**src/hw/mac_cfg_defines.vh**
```
// Offsets, field positions, reset values and timing counts of the block.
`ifndef MAC_CFG_DEFINES_VH
`define MAC_CFG_DEFINES_VH
`define OFF_IPG          12'h000
`define OFF_IPG_SET      12'h004
`define OFF_IPG_CLR      12'h008
`define OFF_IPG_INV      12'h00c
`define OFF_MCFG         12'h010
`define OFF_MCFG_SET     12'h014
`define OFF_MCFG_CLR     12'h018
`define OFF_MCFG_INV     12'h01c
`define OFF_TARGET_PHY_ADDRESS      12'h020
`define OFF_STATUS       12'h024
`define IPG_WMASK        32'h00007f7f
`define MCFG_WMASK       32'h0000803f
`define TARGET_PHY_ADDRESS_WMASK    32'h0000001f
`define IPG_RESET        32'h00000c12
`define MCFG_RESET       32'h00000020
`define TARGET_PHY_ADDRESS_RESET    32'h00000001
`define MCFG_RST_BIT     15
`define MCFG_SEL_HI      5
`define MCFG_SEL_LO      2
`define MCFG_PREAMBLE_SUPPRESS_BIT   1
`define MCFG_SCAN_BIT    0
`define IPG_P1_HI        14
`define IPG_P1_LO        8
`define IPG_P2_HI        6
`define IPG_P2_LO        0
`define PREAMBLE_BITS    6'd32
`define FRAME_BITS       6'd32
`endif

```
**src/hw/mgmt_clk_div.v**
```verilog
// Management clock divider: free-running MDC with enable pulses on edges.
`include "mac_cfg_defines.vh"

module mgmt_clk_div (
  input  wire       sys_clk,
  input  wire       srst,
  input  wire [3:0] sel,
  input  wire       load,
  output reg        mdc_ff,
  output reg        rise_ff,
  output reg        fall_ff
);

  reg [4:0] half_ff;
  reg [4:0] cnt_ff;

  // Half period in system clocks for each divider code; codes 8 and above are 20.
  function [4:0] half_of;
    input [3:0] code;
    begin
      case (code)
        4'h0, 4'h1: half_of = 5'd2;
        4'h2:       half_of = 5'd3;
        4'h3:       half_of = 5'd4;
        4'h4:       half_of = 5'd5;
        4'h5:       half_of = 5'd7;
        4'h6:       half_of = 5'd10;
        4'h7:       half_of = 5'd14;
        default:    half_of = 5'd20;
      endcase
    end
  endfunction

  // Divisor is taken only when the engine says the link is between cycles.
  always @(posedge sys_clk) begin
    if (srst) begin
      half_ff <= 5'd20;
      cnt_ff  <= 5'd0;
      mdc_ff  <= 1'b0;
      rise_ff <= 1'b0;
      fall_ff <= 1'b0;
    end else begin
      rise_ff <= 1'b0;
      fall_ff <= 1'b0;
      if (load)
        half_ff <= half_of(sel);
      if (cnt_ff + 5'd1 >= half_ff) begin
        cnt_ff  <= 5'd0;
        mdc_ff  <= ~mdc_ff;
        rise_ff <= ~mdc_ff;
        fall_ff <= mdc_ff;
      end else begin
        cnt_ff <= cnt_ff + 5'd1;
      end
    end
  end

endmodule

```
**src/hw/mac_ipg_mgmt.v**
```verilog
// Gap deference timer, management config registers and MII scan-read engine.
`include "mac_cfg_defines.vh"

module mac_ipg_mgmt (
  input  wire        sys_clk,
  input  wire        srst,
  input  wire        psel,
  input  wire        penable,
  input  wire        pwrite,
  input  wire [11:0] paddr,
  input  wire [31:0] pwdata,
  input  wire [3:0]  pstrb,
  output reg  [31:0] prdata,
  output reg         pready,
  output reg         pslverr,
  input  wire        crs_pin,
  input  wire        tx_pending,
  input  wire        slot_tick,
  output reg         tx_go,
  output reg         deferring,
  output reg         mdc,
  output reg         mdio_o,
  output reg         mdio_oe,
  input  wire        mdio_i,
  output reg  [15:0] scan_data,
  output reg  [4:0]  scan_addr,
  output reg         scan_valid
);

  // Gap timer states, one-hot.
  localparam [3:0] S_IDLE = 4'b0001;
  localparam [3:0] S_GAP1 = 4'b0010;
  localparam [3:0] S_GAP2 = 4'b0100;
  localparam [3:0] S_SEND = 4'b1000;
  // Management engine states, one-hot.
  localparam [2:0] M_IDLE = 3'b001;
  localparam [2:0] M_PRE  = 3'b010;
  localparam [2:0] M_SHFT = 3'b100;

  // Register copies, gap timer, pin synchronisers and engine state.
  reg [31:0] ipg_ff;
  reg [31:0] mcfg_ff;
  reg [31:0] phy_ff;
  reg [3:0]  gst_ff;
  reg [6:0]  gcnt_ff;
  reg        crs_m_ff;
  reg        crs_s_ff;
  reg        mdi_m_ff;
  reg        mdi_s_ff;
  reg [2:0]  mst_ff;
  reg [5:0]  bit_ff;
  reg [31:0] frame_ff;
  reg [15:0] rdat_ff;
  reg [4:0]  cur_ff;
  reg        div_load_ff;
  reg [31:0] rmux;
  wire       mdc_int;
  wire       mdc_rise;
  wire       mdc_fall;
  wire       wr_acc;
  wire       wr_ok;
  wire       mrst;

  // Only halfword-aligned lane pairs or full words count as legal writes.
  assign wr_acc = psel & penable & pwrite;
  assign wr_ok  = (pstrb == 4'hf) | (pstrb == 4'h3) | (pstrb == 4'hc);
  assign mrst   = srst | mcfg_ff[`MCFG_RST_BIT];

  // Applies plain, set, clear or invert alias to a register under a mask.
  function [31:0] apply;
    input [31:0] cur;
    input [31:0] wd;
    input [3:0]  strb;
    input [1:0]  kind;
    input [31:0] wmask;
    reg   [31:0] lanes;
    reg   [31:0] m;
    begin
      lanes = {{8{strb[3]}}, {8{strb[2]}}, {8{strb[1]}}, {8{strb[0]}}};
      m = lanes & wmask;
      case (kind)
        2'd0:    apply = (cur & ~m) | (wd & m);
        2'd1:    apply = cur | (wd & m);
        2'd2:    apply = cur & ~(wd & m);
        default: apply = cur ^ (wd & m);
      endcase
    end
  endfunction

  // Synchronise the carrier and MDIO pins before anything reads them.
  always @(posedge sys_clk) begin
    if (srst) begin
      crs_m_ff <= 1'b0;
      crs_s_ff <= 1'b0;
      mdi_m_ff <= 1'b1;
      mdi_s_ff <= 1'b1;
    end else begin
      crs_m_ff <= crs_pin;
      crs_s_ff <= crs_m_ff;
      mdi_m_ff <= mdio_i;
      mdi_s_ff <= mdi_m_ff;
    end
  end

  // Register writes; the management reset bit survives its own reset effect.
  always @(posedge sys_clk) begin
    if (srst) begin
      ipg_ff  <= `IPG_RESET;
      mcfg_ff <= `MCFG_RESET;
      phy_ff  <= `TARGET_PHY_ADDRESS_RESET;
    end else if (wr_acc & wr_ok) begin
      case (paddr)
        `OFF_IPG, `OFF_IPG_SET, `OFF_IPG_CLR, `OFF_IPG_INV:
          ipg_ff <= apply(ipg_ff, pwdata, pstrb, paddr[3:2], `IPG_WMASK);
        `OFF_MCFG, `OFF_MCFG_SET, `OFF_MCFG_CLR, `OFF_MCFG_INV:
          mcfg_ff <= apply(mcfg_ff, pwdata, pstrb, paddr[3:2],
                           `MCFG_WMASK);
        `OFF_TARGET_PHY_ADDRESS:
          phy_ff <= apply(phy_ff, pwdata, pstrb, 2'd0, `TARGET_PHY_ADDRESS_WMASK);
        default: phy_ff <= phy_ff;
      endcase
    end
  end

  // Read mux; unmapped addresses read zero; those above the status offset answer with an error.
  always @* begin
    rmux = 32'h00000000;
    case (paddr)
      `OFF_IPG, `OFF_IPG_SET, `OFF_IPG_CLR, `OFF_IPG_INV: rmux = ipg_ff;
      `OFF_MCFG, `OFF_MCFG_SET, `OFF_MCFG_CLR, `OFF_MCFG_INV:
        rmux = mcfg_ff;
      `OFF_TARGET_PHY_ADDRESS: rmux = phy_ff;
      `OFF_STATUS:  rmux = {26'h0000000, mst_ff != M_IDLE, deferring,
                            gst_ff};
      default:      rmux = 32'h00000000;
    endcase
  end

  // APB answer: no wait state, with data and ready both registered.
  always @(posedge sys_clk) begin
    if (srst) begin
      pready  <= 1'b0;
      pslverr <= 1'b0;
      prdata  <= 32'h00000000;
    end else begin
      pready  <= psel & ~penable;
      pslverr <= psel & ~penable & (paddr > `OFF_STATUS);
      if (psel & ~penable & ~pwrite)
        prdata <= rmux;
    end
  end

  // Deference timer counted in slot ticks.  Part one may defer to carrier;
  // once part one is over the send goes ahead whatever the medium does.
  always @(posedge sys_clk) begin
    if (srst) begin
      gst_ff    <= S_IDLE;
      gcnt_ff   <= 7'd0;
      tx_go     <= 1'b0;
      deferring <= 1'b0;
    end else begin
      tx_go <= 1'b0;
      case (gst_ff)
        S_IDLE: begin
          deferring <= crs_s_ff & tx_pending;
          if (tx_pending & ~crs_s_ff) begin
            gst_ff  <= S_GAP1;
            gcnt_ff <= 7'd0;
          end
        end
        S_GAP1: begin
          if (crs_s_ff) begin
            gst_ff    <= S_IDLE;
            deferring <= 1'b1;
          end else if (gcnt_ff >= ipg_ff[`IPG_P1_HI:`IPG_P1_LO]) begin
            gst_ff <= S_GAP2;
          end else if (slot_tick) begin
            gcnt_ff <= gcnt_ff + 7'd1;
          end
        end
        S_GAP2: begin
          deferring <= 1'b0;
          if (gcnt_ff >= ipg_ff[`IPG_P2_HI:`IPG_P2_LO]) begin
            gst_ff <= S_SEND;
          end else if (slot_tick) begin
            gcnt_ff <= gcnt_ff + 7'd1;
          end
        end
        S_SEND: begin
          // A request withdrawn while the gap ran is not sent.
          tx_go  <= tx_pending;
          gst_ff <= S_IDLE;
        end
        default: gst_ff <= S_IDLE;
      endcase
    end
  end

  // MDC and its edge pulses; the divisor is reloaded only while idle.
  mgmt_clk_div u_div (
    .sys_clk (sys_clk),
    .srst    (srst),
    .sel     (mcfg_ff[`MCFG_SEL_HI:`MCFG_SEL_LO]),
    .load    (div_load_ff),
    .mdc_ff  (mdc_int),
    .rise_ff (mdc_rise),
    .fall_ff (mdc_fall)
  );

  // Scan-read engine.  Data shifts out on MDC falling edges, read bits are
  // sampled on rising edges; a read frame is start, op, addresses and TA.
  always @(posedge sys_clk) begin
    if (mrst) begin
      mst_ff      <= M_IDLE;
      bit_ff      <= 6'd0;
      frame_ff    <= 32'h00000000;
      rdat_ff     <= 16'h0000;
      cur_ff      <= 5'd1;
      div_load_ff <= 1'b1;
      mdio_o      <= 1'b1;
      mdio_oe     <= 1'b0;
      scan_data   <= 16'h0000;
      scan_addr   <= 5'd0;
      scan_valid  <= 1'b0;
    end else begin
      scan_valid  <= 1'b0;
      div_load_ff <= 1'b0;
      case (mst_ff)
        M_IDLE: begin
          div_load_ff <= 1'b1;
          if (mdc_fall) begin
            frame_ff <= {4'b0110,
                         mcfg_ff[`MCFG_SCAN_BIT] ? cur_ff : phy_ff[4:0],
                         5'd0, 2'b11, 16'hffff};
            bit_ff  <= 6'd0;
            mdio_oe <= 1'b1;
            mdio_o  <= 1'b1;
            mst_ff  <= mcfg_ff[`MCFG_PREAMBLE_SUPPRESS_BIT] ? M_SHFT : M_PRE;
          end
        end
        M_PRE: begin
          if (mdc_fall) begin
            if (bit_ff == `PREAMBLE_BITS - 6'd1) begin
              bit_ff <= 6'd0;
              mst_ff <= M_SHFT;
            end else begin
              bit_ff <= bit_ff + 6'd1;
            end
          end
        end
        M_SHFT: begin
          if (mdc_fall) begin
            mdio_o   <= frame_ff[31];
            mdio_oe  <= (bit_ff < 6'd14);
            frame_ff <= {frame_ff[30:0], 1'b1};
            bit_ff   <= bit_ff + 6'd1;
          end
          if (mdc_rise & (bit_ff > 6'd16))
            rdat_ff <= {rdat_ff[14:0], mdi_s_ff};
          if (mdc_rise & (bit_ff == `FRAME_BITS)) begin
            scan_data  <= {rdat_ff[14:0], mdi_s_ff};
            scan_addr  <= mcfg_ff[`MCFG_SCAN_BIT] ? cur_ff : phy_ff[4:0];
            scan_valid <= 1'b1;
            mdio_oe    <= 1'b0;
            mst_ff     <= M_IDLE;
            if (mcfg_ff[`MCFG_SCAN_BIT] & (cur_ff < phy_ff[4:0]))
              cur_ff <= cur_ff + 5'd1;
            else
              cur_ff <= 5'd1;
          end
        end
        default: mst_ff <= M_IDLE;
      endcase
    end
  end

  // MDC leaves through a flop; it keeps running through engine reset.
  always @(posedge sys_clk) begin
    if (srst)
      mdc <= 1'b0;
    else
      mdc <= mdc_int;
  end

endmodule

```
**config.mk**
```make
export PLATFORM = sky130hd
export DESIGN_NAME = mac_ipg_mgmt
export DESIGN_NICKNAME = d
export VERILOG_FILES = /design/src/hw/mgmt_clk_div.v /design/src/hw/mac_ipg_mgmt.v
export VERILOG_INCLUDE_DIRS = /design/src /design/src/hw
export SDC_FILE = /design/constraint.sdc
export NUM_CORES = 1
export LEC_CHECK = 0
export BUFFER_PORTS_ARGS = -buffer_cell sky130_fd_sc_hd__buf_2
export CAP_MARGIN = 10
export CORE_MARGIN = 8
export CORE_UTILIZATION = 30
export CTS_CLUSTER_DIAMETER = 200
export DETAILED_ROUTE_END_ITERATION = 8
export GPL_TIMING_DRIVEN = 0
export PLACE_DENSITY_LB_ADDON = 0.3
export SYNTH_ARGS = -nofsm -noshare
export SYNTH_HDL_FRONTEND = slang
export SYNTH_SLANG_ARGS = --single-unit
```
**constraint.sdc**
```tcl
create_clock -name sys_clk -period 2.91 [get_ports sys_clk]
set_input_delay 0.291 -clock sys_clk [delete_from_list [all_inputs] [get_ports sys_clk]]
set_output_delay 0.291 -clock sys_clk [all_outputs]
set_load 0.05 [all_outputs]
```
**Yosys cells after proc, flatten, opt, wreduce, memory -nomap -nowiden**

Memory sizes are Yosys's and may differ from the RTL's. A register that Yosys moved wholly into a read port is not among the register bits.
Index checks and enable logic that the tools add are counted.

- Memory bits (read-only): 32
- Input bits: 57
- Memories: 1
- Output and inout port bits: 61
- Bits in registers: 247
- Word-level logic and storage cells: 187

Memory list:

| memory | depth | bits a word | rd ports | clocked after Yosys merged registers in | wr ports | RTL line | RTL |
|---|---|---|---|---|---|---|---|
| (name not given) | 8 | 4 | 1 | 1 | 0 | mgmt_clk_div.v:21 | `case (code)` |

- Add/subtract/negate cells: 4
- Bitwise logic cells: 41
- $lt $le $gt $ge: 7
- Equality and inequality tests: 37
- Reduce and logical (&&, ||, !) cells: 23
- Muxes and demuxes: 43

Operator list:

| operator | count |
|---|---|
| 32-bit case mux with 3 select lines | 2 |
| 32-bit AND | 5 |
| 32-bit OR | 5 |
| 32-bit case mux with 4 select lines | 1 |
| 32-bit 2-to-1 mux | 2 |
| 32-bit NOT | 2 |
| 32-bit case mux with 2 select lines | 1 |
| 32-bit bitwise XOR | 2 |
| 12-bit by 5-bit == test with 1-bit output, second input constant | 4 |
| 7-bit 2-to-1 mux | 5 |
| 32-bit by 15-bit AND with 32-bit output | 1 |
| 32-bit by 16-bit AND with 32-bit output | 1 |
| 32-bit by 5-bit AND with 32-bit output | 1 |
| 15-bit NOT with 32-bit output | 1 |
| 16-bit NOT with 32-bit output | 1 |
| 5-bit NOT with 32-bit output | 1 |
| 12-bit by 4-bit == test with 1-bit output, second input constant | 2 |
| 12-bit by 6-bit == test with 1-bit output, second input constant | 2 |
| 6-bit 2-to-1 mux | 4 |
| 3-bit 2-to-1 mux | 7 |
| 7-bit case mux with 3 select lines | 1 |
| 6-bit case mux with 3 select lines | 1 |
| 4-bit 2-to-1 mux | 4 |
| 2-bit inequality test, second input constant | 8 |
| other kinds (44) | 91 |

**Depth between registers and ports, before layout**

Gate-level depths: netlist (run 1).

- Depth in word-level cells: 7
- Mapped depth: 10
- Gate-level depth less buffers: 8

**Hierarchy**

Synthesis (run 1) repeated with hierarchy kept, for this count alone.

- Cells, all modules: 906
- Area, all modules: 7882.6 um^2

By module, submodules not included:

| module | cells an instance | sequential area each (um^2) | times used | area an instance (um^2) |
|---|---|---|---|---|
| mac_ipg_mgmt | 837 | 2942.8 | 1 | 7211.9 |
| mgmt_clk_div | 69 | 260.2 | 1 | 670.6 |

**Least setup slack after synthesis (run 1)**

Ideal clock, no wire load.

- Path type: input-to-reg
- From: input port pstrb[0]
- To: register with a tool-made name
- Data required time: 2789 ps
- Path slack: 493 ps
- Data arrival time: 2297 ps
- Stages on the path: 9
- Setup time: 121 ps
- Buffers on the path: 2
- Cell sequence: clkbuf_1 > buf_1 > nand2_1 > ha_1 > nand2_1 > o21ai_0 > a211o_1 > mux2i_1 > mux2_2

RTL lines:

| item | RTL line | RTL |
|---|---|---|
| start: declaration | mac_ipg_mgmt.v:12 | `input wire [3:0] pstrb,` |

==> metrics.yaml, run 1 <==
fin_crit_sh_pct: 92.55
clkSlewWorstSetupHoldPaths_ns: 0.07
worstHoldStart: "mdio_i"
whs_path_depth: 2
p_total_mw: 5.021
post_cts_resize_count: 0
postCtsHoldBufs: 0
synth_flop_cell: "dfxtp_1"
die_y_um: 179.2
start_util_pct: 30.56
drt_iter0_drc: 464
rrSetupSlack_ns: 0.48
critical_path_required_ns: 3.23
vdd_drop_max_v: 0.0003555
synth_area_um2: 7986
diodes: 0
tritoncts: "built"
cpPeakStageDelay_ns: 0.44
fmax_ghz: 0.3713
fp-row-count: 59
fin_crit_ns: 2.693
path_max_fanout: 10
die_area_um2: 32100
p_leak_nw: 3.832
async_reset_ff_share_pct: 0
numPlacedInstances: 1352
hold_path_class: "primary input to flip-flop"
drive_above_1_share_pct: 16.30
wire_per_inst_um: 15.89
grt_first_pass_wirelength_um: 34810
ys_seq_area_share_pct: 41.11
portBuffers: 80
cts_inserted_buffers: 17
hold_end: "mdi_m_ff"
die_w_um: 179.2
grt-ovfl-total: 0
finalSetupViolations: 0
grt_max_degree: 17
postCtsSetupBuffers: 0
ctsLongestPathBuffers: 2
status: "completed"
cts_max_level: 4
dr.pass1.iters: 5
clock_latency_ns: 0.43
fin_cells: 1384
tightest_slew_ns: 1.017
hpwl_um: 16440
maxCapViolCount: 0
cp_common_cell: "nand2_1"
ant_nets: 0
drc: 0
path_cells: "buf_2, clkbuf_1, buf_1, nand2_1, ha_1, nand2_1, o21ai_0, a211o_1, mux2i_1, mux2_2"
worstReg2RegEnd: "scan_data[15]"
r2r_start: "bit_ff[1]"
critPathSlowestCell: "mux2i_1"
arrival_ns: 3.01
cts_sinks: 164
end_kind: "flip-flop"
core_area_um2: 26130
reg2reg_depth: 10
antenna_found_initial: 1
layout.nets: 1142
grtUsageTotal_pct: 13.82
synth_seq_cells: 164
critical_path_class: "primary input to flip-flop"
syn_inst: 921
critPathLaunchType: "primary input"
hold_ws_ns: 0.05081
area_growth_pct: 18.83
hold_viol: 0
root_buffer: "clkbuf_16"
rsz0062_at_grt: "false"
slew_viol_final: 0
fill_cells: 2730
io_pins: 118
via_count: 6858
grt_pass1_vias: 6491
totalWireLength_um: 21990
synth_cell_types: 67
syn_avg_cell_area_um2: 8.671
synth-edff-count: 0
relSlewSlack_pct: 31.71
viasPerCell: 4.955
gp_congestion: 0.8518
yosysWarningCount: 0
clock_skew_ns: 0.008847
pwr_density_cell_nw_per_um2: 529.1
## sequential cells by signal, indices dropped and copies added (netlist names), 6 cells and up, named ones only
signal	count
scan_data	16
prdata	15
ipg_ff	14
rdat_ff	15
frame_ff	32
mcfg_ff	7
gcnt_ff	7
bit_ff	6
## critical path, delay by kind of cell
| family | cells | cell delay (ns) |
|---|---|---|
| fa+ha+maj | 1 | 0.29 |
| simple gates | 2 | 0.24 |
| mux | 2 | 0.83 |
| compound gates | 2 | 0.37 |
| buf+inv | 3 | 0.99 |
## metal layers
metal	share of wire [%]	track usage (%)	routed length, um
met3	5.2	3.896	1152
met4	0.89	2.985	195
met2	46	21.94	10010
met1	48	18.38	10620
met5	0.045	0	10
## report_power, final
group	leakage, nW	internal [mW]	switching (mW)
Clock	0.307	1.37	1.01
Sequential	1.32	2.26	0.0141
Combinational	2.20	0.122	0.255
## stage by stage
| stage | cell area [um^2] | setup WS, ns | util (%) | TNS [ns] |
|---|---|---|---|---|
| 2_1_floorplan | 8046 | 0.4926 | - | 0 |
| 3_3_place_gp | 8866 | -0.1407 | 33.93 | -0.8820 |
| 3_5_place_dp | 8866 | -0.1935 | 33.93 | -2.112 |
| 4_1_cts | 9490 | 0.1942 | 36.32 | 0 |
| 5_1_grt | 9490 | 0.1133 | 36.32 | 0 |
| 6_report | 9490 | 0.2168 | 36.32 | 0 |
## Yosys cell counts, types with 17 or more instances
master | count | area, um^2
ha_1 | 49 | 613.1
nand2b_1 | 21 | 131.4
a211oi_1 | 18 | 135.1
a21oi_1 | 67 | 335.3
nand2_1 | 117 | 439.2
inv_1 | 34 | 127.6
a221oi_1 | 26 | 227.7
mux2i_1 | 37 | 370.4
nor2_1 | 89 | 334.1
clkbuf_1 | 39 | 146.4
o21ai_0 | 39 | 195.2
nand3_1 | 24 | 120.1
buf_4 | 17 | 127.6
o221a_2 | 19 | 214.0
dfxtp_1 | 164 | 3283
## layout make-up
type	count	area [um^2]	area share (%)
sequential	164	3283	34.59
tap	335	419.2	4.417
buffer	72	349.1	3.678
clock inverter	12	157.7	1.661
clock buffer	20	466.7	4.918
multi-input combinational	666	4283	45.13
inverter	35	131.4	1.384
timing repair buffer	80	400.4	4.219
## worst max-delay path by stage
stage / to / startpoint / cells after the start
final: flip-flop / pstrb[0] / 10
after global routing: flip-flop / pstrb[0] / 10
after CTS: ipg_ff[0] / paddr[9] / 8
after detailed placement: ipg_ff[0] / paddr[9] / 8
after global placement: flip-flop / pstrb[0] / 10
after floorplan: flip-flop / pstrb[0] / 9
## cells by family after synthesis
family                   after synthesis  share of synthesized area [%]
adder cells (fa/ha/maj)               49                          7.677
flip-flops                           164                          41.11
multiplexers                          38                          4.778
other                                  1                        0.04695
AO/OA/AOI/OAI                        231                          20.10
AND/OR/NAND/NOR                      318                          18.85
buffers and inverters                107                          6.016
XOR/XNOR                              13                          1.426
## placed cells by master, fill, tap and decap left out, drive strengths merged, types with 8 or more instances in the layout
| cell type | instances |
|---|---|
| inv | 41 |
| conb | 17 |
| a211oi | 19 |
| mux2i | 37 |
| nor3 | 12 |
| buf | 113 |
| ha | 49 |
| nor2 | 90 |
| nand3 | 24 |
| clkbuf | 59 |
| a21oi | 68 |
| dfxtp | 164 |
| a221oi | 26 |
| nor2b | 8 |
| nand2 | 117 |
| nand2b | 21 |
| o21ai | 40 |
| and2 | 9 |
| a22oi | 10 |
| o221a | 19 |
Note: power is estimated with default switching activity, not from simulation.
==> run 2: changes to the inputs <==
--- a/config.mk
+++ b/config.mk
@@ -14,6 +14,7 @@
 export DETAILED_ROUTE_END_ITERATION = 8
 export GPL_TIMING_DRIVEN = 0
 export PLACE_DENSITY_LB_ADDON = 0.3
+export RECOVER_POWER = 25
 export SYNTH_ARGS = -nofsm -noshare
 export SYNTH_HDL_FRONTEND = slang
 export SYNTH_SLANG_ARGS = --single-unit
==> run 2 against run 1 <==
Net effect: setup slack got worse by 0.011 ns; fmax down 0.41%; sequential share of layout area is 0.21 points higher; clock skew about the same; sequential power about the same; global-route usage stayed put; register-to-register slack barely moved; via count up 0.31%; combinational power hardly changed.
==> metrics.yaml, run 2 (synthesized netlist as in run 1, its figures left out) <==
status: "completed"
slew_viol_final: 0  # unchanged
fin_crit_ns: 2.704  # +0.01113 ns
drt_iter0_drc: 513  # +11%
rsz0062_at_grt: "false"
hpwl_um: 16440  # unchanged
wl_met1_um: 10540  # -0.79%
ctsLongestPathBuffers: 2  # unchanged
placed_area_um2: 8866  # unchanged
p_comb_share_pct: 7.5  # about the same
grtUsageTotal_pct: 13.82  # unchanged
cp_num_buf_inv: 2  # -1
final_cell_mix: "dfxtp_1 (164), nand2_1 (117), nor2_1 (89)"
post_cts_resize_count: 0  # unchanged
dr.pass1.iters: 6  # +1
grt-ovfl-total: 0  # unchanged
stdcell_area_um2: 9434  # -0.59%
finalSetupTns_ns: 0  # unchanged
largest_reg_flops: 32  # unchanged
postCtsSetupBuffers: 0  # unchanged
hold_path_class: "primary input to flip-flop"
root_buffer: "clkbuf_16"
critical_path_class: "primary input to flip-flop"
clkSlewWorstSetupHoldPaths_ns: 0.07  # about the same
ant_nets: 0  # unchanged
tightest_slew_ns: 1.030  # +0.01313 ns
p_int_mw: 3.744  # about the same
fill_cells: 2750  # +0.73%
grt_max_degree: 17  # unchanged
core_area_um2: 26130  # unchanged
regMostFlops: "frame_ff"
viasPerCell: 4.970  # +0.31%
grt_pass1_vias: 6491  # unchanged
path_max_fanout: 10  # unchanged
switching_share_pct: 25.39  # about the same
fin_crit_sh_pct: 92.93  # +0.38 points
fmax_ghz: 0.3698  # -0.41%
fin_ws_ns: 0.2057  # -0.01113 ns
start_util_pct: 30.56  # unchanged
cts_inserted_buffers: 17  # unchanged
totalWireLength_um: 22040  # +0.25%
tritoncts: "built"
hold_viol: 0  # unchanged
seq_power_share_pct: 45.3  # about the same
cts_sinks: 164  # unchanged
vdd_drop_max_v: 0.0003563  # +0.21%
critPathLaunchType: "primary input"
critPathSlowestCell: "nor3_1"
end_kind: "flip-flop"
p_sw_mw: 1.274  # -0.14%
clock_skew_ns: 0.008978  # +0.0001312 ns
final_common_cell: "dfxtp_1"
die_w_um: 179.2  # unchanged
clock_latency_ns: 0.43  # about the same
largestRegisters: "frame_ff x32, scan_data x16"
antenna_found_initial: 1  # unchanged
critical_path_required_ns: 3.25  # +0.02 ns
drive_above_1_share_pct: 12.01  # -4.3 points
cts_max_level: 4  # unchanged
fp-row-count: 59  # unchanged
finalSetupViolations: 0  # unchanged
path_cells: "buf_2, nor4_1, nand3_1, nor3_1, buf_2, nor2b_1, nor2_1, nor3_1"
arrival_ns: 3.04  # +0.03 ns
wl_met3_um: 1308  # +14%
numPlacedInstances: 1352  # unchanged
hold_ws_ns: 0.04917  # -0.001645 ns
fin_cells: 1384  # unchanged
area_growth_pct: 18.13
clkPwrFrac_pct: 47.2  # about the same
p_leak_nw: 3.640  # -5.0%
gp_congestion: 0.8518  # unchanged
place_ws_ns: -0.1935  # unchanged
pwr_density_cell_nw_per_um2: 531.9  # +0.53%
wire_per_inst_um: 15.92  # +0.25%
via_count: 6879  # +0.31%
routed-wl-met2_um: 10010  # about the same
drc: 0  # unchanged
maxCapViolCount: 0  # unchanged
crit_family: "simple AND/OR/NAND/NOR gates"
layout.nets: 1142  # unchanged
postCtsHoldBufs: 0  # unchanged
die_area_um2: 32100  # unchanged
io_pins: 118  # unchanged
cpPeakStageDelay_ns: 0.83  # +0.39 ns
grt_first_pass_wirelength_um: 34810  # unchanged
top_layer: "met5"
diodes: 0  # unchanged
relSlewSlack_pct: 30.83  # -0.88 points
die_y_um: 179.2  # unchanged
portBuffers: 80  # unchanged
## run 2: cell count changes in the layout (fill, tap and decap cells not counted)
cell      before  now
clkbuf_1      39   85
buf_1          9    8
buf_2         86   41
## run 2: worst paths after layout
kind,from,end,slack [ns],cells after the start
max,paddr[9],ipg_ff[0],0.21,8
min,mdio_i,mdi_m_ff,0.05,2
max reg2reg,bit_ff[1],scan_data[13],0.49,10
min reg2reg,mdi_m_ff,mdi_s_ff,0.41,1
## run 2: cell type report
cell class	count	area, um^2	share of cell area [%]
multi-input cells	666	4283	45.40
flip-flops and latches	164	3283	34.80
clock buffers	20	466.7	4.947
well taps	335	419.2	4.443
plain buffers	72	349.1	3.700
repair buffers	80	344.1	3.647
clock inverters	12	157.7	1.671
inverters	35	131.4	1.393
## run 2: worst register-to-register path: stages (launching register included)
cell      delay (ns)
dfxtp_1         0.37
inv_1           0.10
ha_1            0.14
nand4b_1        0.09
nor3_1          0.36
and2_1          0.19
clkbuf_1        0.19
buf_2           0.29
buf_1           0.38
nand2_1         0.13
a21oi_1         0.13
## run 2: metal layers
layer | vias to the layer above | track usage [%]
met1 | 3175 | 18.38
met4 | 2 | 2.985
met5 | - | 0
met3 | 14 | 3.896
li1 | 3504 | -
met2 | 184 | 21.94
## run 2: per-stage QoR
stage	utilization [%]	power, mW
after global routing	36.10	5.216
after floorplan	-	2.584
after global placement	33.93	2.695
final	36.10	5.018
after CTS	36.32	5.080
after detailed placement	33.93	2.697
## run 2: power by group through the flow
| stage | Clock [mW] | Sequential [mW] | Combinational [mW] |
|---|---|---|---|
| final | 2.37 | 2.27 | 0.375 |
| after global routing | 2.53 | 2.27 | 0.413 |
| after CTS | 2.43 | 2.27 | 0.375 |
| after detailed placement | 0 | 2.32 | 0.373 |
| after global placement | 0 | 2.32 | 0.371 |
| after floorplan | 0 | 2.33 | 0.253 |
==> run 3: changes to the inputs <==
--- a/config.mk
+++ b/config.mk
@@ -8,6 +8,7 @@
 export LEC_CHECK = 0
 export BUFFER_PORTS_ARGS = -buffer_cell sky130_fd_sc_hd__buf_2
 export CAP_MARGIN = 10
+export CORE_ASPECT_RATIO = 1.25
 export CORE_MARGIN = 8
 export CORE_UTILIZATION = 30
 export CTS_CLUSTER_DIAMETER = 200
==> run 3 against run 2 <==
Net effect: design area fell by 0.19%; first-iteration DRC count fell by 1.9%; via count rose by 0.54%; clock skew barely moved; clock power fell by 6%; non-clock buffer count did not move; worst hold slack improved by 0.015 ns; critical path type unchanged.
==> metrics.yaml, run 3 (synthesized netlist as in run 1, its figures left out) <==
vdd_drop_max_v: 0.0004092  # +15%
p_leak_nw: 3.623  # -0.45%
ant_nets: 0  # unchanged
final_common_cell: "dfxtp_1"
io_pins: 118  # unchanged
root_buffer: "clkbuf_16"
fmax_ghz: 0.3663  # -0.93%
antenna_found_initial: 2  # +1
grt_pass1_vias: 6689  # +3.1%
fin_crit_ns: 2.730  # +0.02536 ns
maxCapViolCount: 0  # unchanged
grt-ovfl-total: 0  # unchanged
finalSetupViolations: 0  # unchanged
die_y_um: 198.4  # +11%
layout.nets: 1142  # unchanged
die_w_um: 161.9  # -9.6%
relSlewSlack_pct: 40.18  # +9.4 points
finalSetupTns_ns: 0  # unchanged
ctsLongestPathBuffers: 2  # unchanged
die_area_um2: 32130  # +0.10%
hpwl_um: 17010  # +3.4%
path_max_fanout: 10  # unchanged
arrival_ns: 3.06  # +0.02 ns
portBuffers: 80  # unchanged
critical_path_class: "primary input to flip-flop"
drc: 0  # unchanged
clock_skew_ns: 0.009293  # +0.0003143 ns
gp_congestion: 0.9061  # +6.4%
hold_ws_ns: 0.06390  # +0.01473 ns
fin_crit_sh_pct: 93.80  # +0.87 points
tightest_slew_ns: 0.8890  # -0.1406 ns
numPlacedInstances: 1362  # +0.74%
grt_max_degree: 19  # +2
critical_path_required_ns: 3.24  # about the same
grt_first_pass_wirelength_um: 36360  # +4.5%
dr.pass1.iters: 6  # unchanged
cts_max_level: 4  # unchanged
start_util_pct: 30.15  # -0.41 points
slew_viol_final: 0  # unchanged
pwr_density_cell_nw_per_um2: 518.4  # -2.5%
cts_inserted_buffers: 17  # unchanged
p_total_mw: 4.881  # -2.7%
wire_per_inst_um: 16.35  # +2.7%
fp-row-count: 67  # +14%
core_area_um2: 26490  # +1.4%
fin_cells: 1395  # +0.79%
area_growth_pct: 17.91
hold_path_class: "primary input to flip-flop"
end_kind: "flip-flop"
rsz0062_at_grt: "false"
cts_sinks: 164  # unchanged
tritoncts: "built"
drt_iter0_drc: 503  # -1.9%
clock_latency_ns: 0.44  # about the same
largestRegisters: "frame_ff x32, scan_data x16"
status: "completed"
critPathLaunchType: "primary input"
p_sw_mw: 1.355  # +6.3%
drive_above_1_share_pct: 12.11  # +0.095 points
postCtsHoldBufs: 0  # unchanged
p_comb_share_pct: 7.8  # +0.3 points
final_util_pct: 35.55  # -0.55 points
via_count: 6916  # +0.54%
seq_power_share_pct: 46.5  # +1.2 points
largest_reg_flops: 32  # unchanged
clkPwrFrac_pct: 45.7  # -1.5 points
grtUsageTotal_pct: 14.21  # +0.39 points
hold_viol: 0  # unchanged
final_cell_mix: "dfxtp_1 (164), nand2_1 (117), nor2_1 (89)"
viasPerCell: 4.958  # -0.25%
totalWireLength_um: 22800  # +3.5%
switching_share_pct: 27.75  # +2.4 points
regMostFlops: "frame_ff"
clkSlewWorstSetupHoldPaths_ns: 0.07  # about the same
p_int_mw: 3.527  # -5.8%
run 3: changes by cell type in the layout (fill, tap and decap cells not counted), sizes merged:
| cell | change |
|---|---|
| clkbuf | -3 |
| bufinv | -2 |
| clkinvlp | +1 |
| clkinv | +3 |
| diode | +1 |
| inv | +1 |
run 3: worst paths after layout:
kind	from	end	slack (ns)	cells past startpoint
worst max-delay path	pstrb[0]	flip-flop	0.18	10
worst min-delay path	mdio_i	mdi_m_ff	0.06	2
worst max register to register	bit_ff[2]	rdat_ff[5]	0.45	6
worst min register to register	mdi_m_ff	mdi_s_ff	0.42	1
run 3: metal layers:
metal | vias up | GRT usage, % | routed length, um
met4 | 4 | 5.565 | 563
met2 | 173 | 23.56 | 10710
li1 | 3502 | - | -
met5 | - | 0 | 23
met3 | 31 | 3.437 | 1334
met1 | 3206 | 17.47 | 10170
run 3: timing repair:
item                                    CTS  global route
buffers inserted                          0             0
endpoints found under the setup margin    0             2
resized for setup                         0             1
run 3: power by group through the flow:
stage	Combinational, mW	Sequential [mW]	Clock, mW
finish	0.381	2.27	2.23
global route	0.415	2.27	2.37
CTS	0.380	2.27	2.27
detailed placement	0.379	2.32	0
global placement	0.376	2.32	0
floorplan	0.253	2.33	0
run 3: per-stage QoR:
step	instance area (um^2)	worst slack [ns]
after floorplan	8046	0.4926
after global placement	8879	-0.2053
after detailed placement	8879	-0.2259
after CTS	9465	0.2288
after global routing	9414	0.08249
final	9417	0.1803
run 3: area by class of cell:
class | instances | area, um^2
multi-input cells | 666 | 4288
flip-flops and latches | 164 | 3283
diodes | 1 | 2.502
clock inverters | 15 | 161.4
clock buffers | 17 | 425.4
fillers | 2775 | 17070
inverters | 35 | 131.4
plain buffers | 72 | 349.1
well taps | 345 | 431.7
repair buffers | 80 | 344.1
run 3: worst max-delay path, stage by stage:
cell      delay (ns)
buf_2           0.15
clkbuf_1        0.45
buf_1           0.43
nand2_1         0.20
ha_1            0.31
nand2_1         0.06
o21ai_0         0.07
a211o_1         0.30
mux2i_1         0.40
mux2_2          0.39
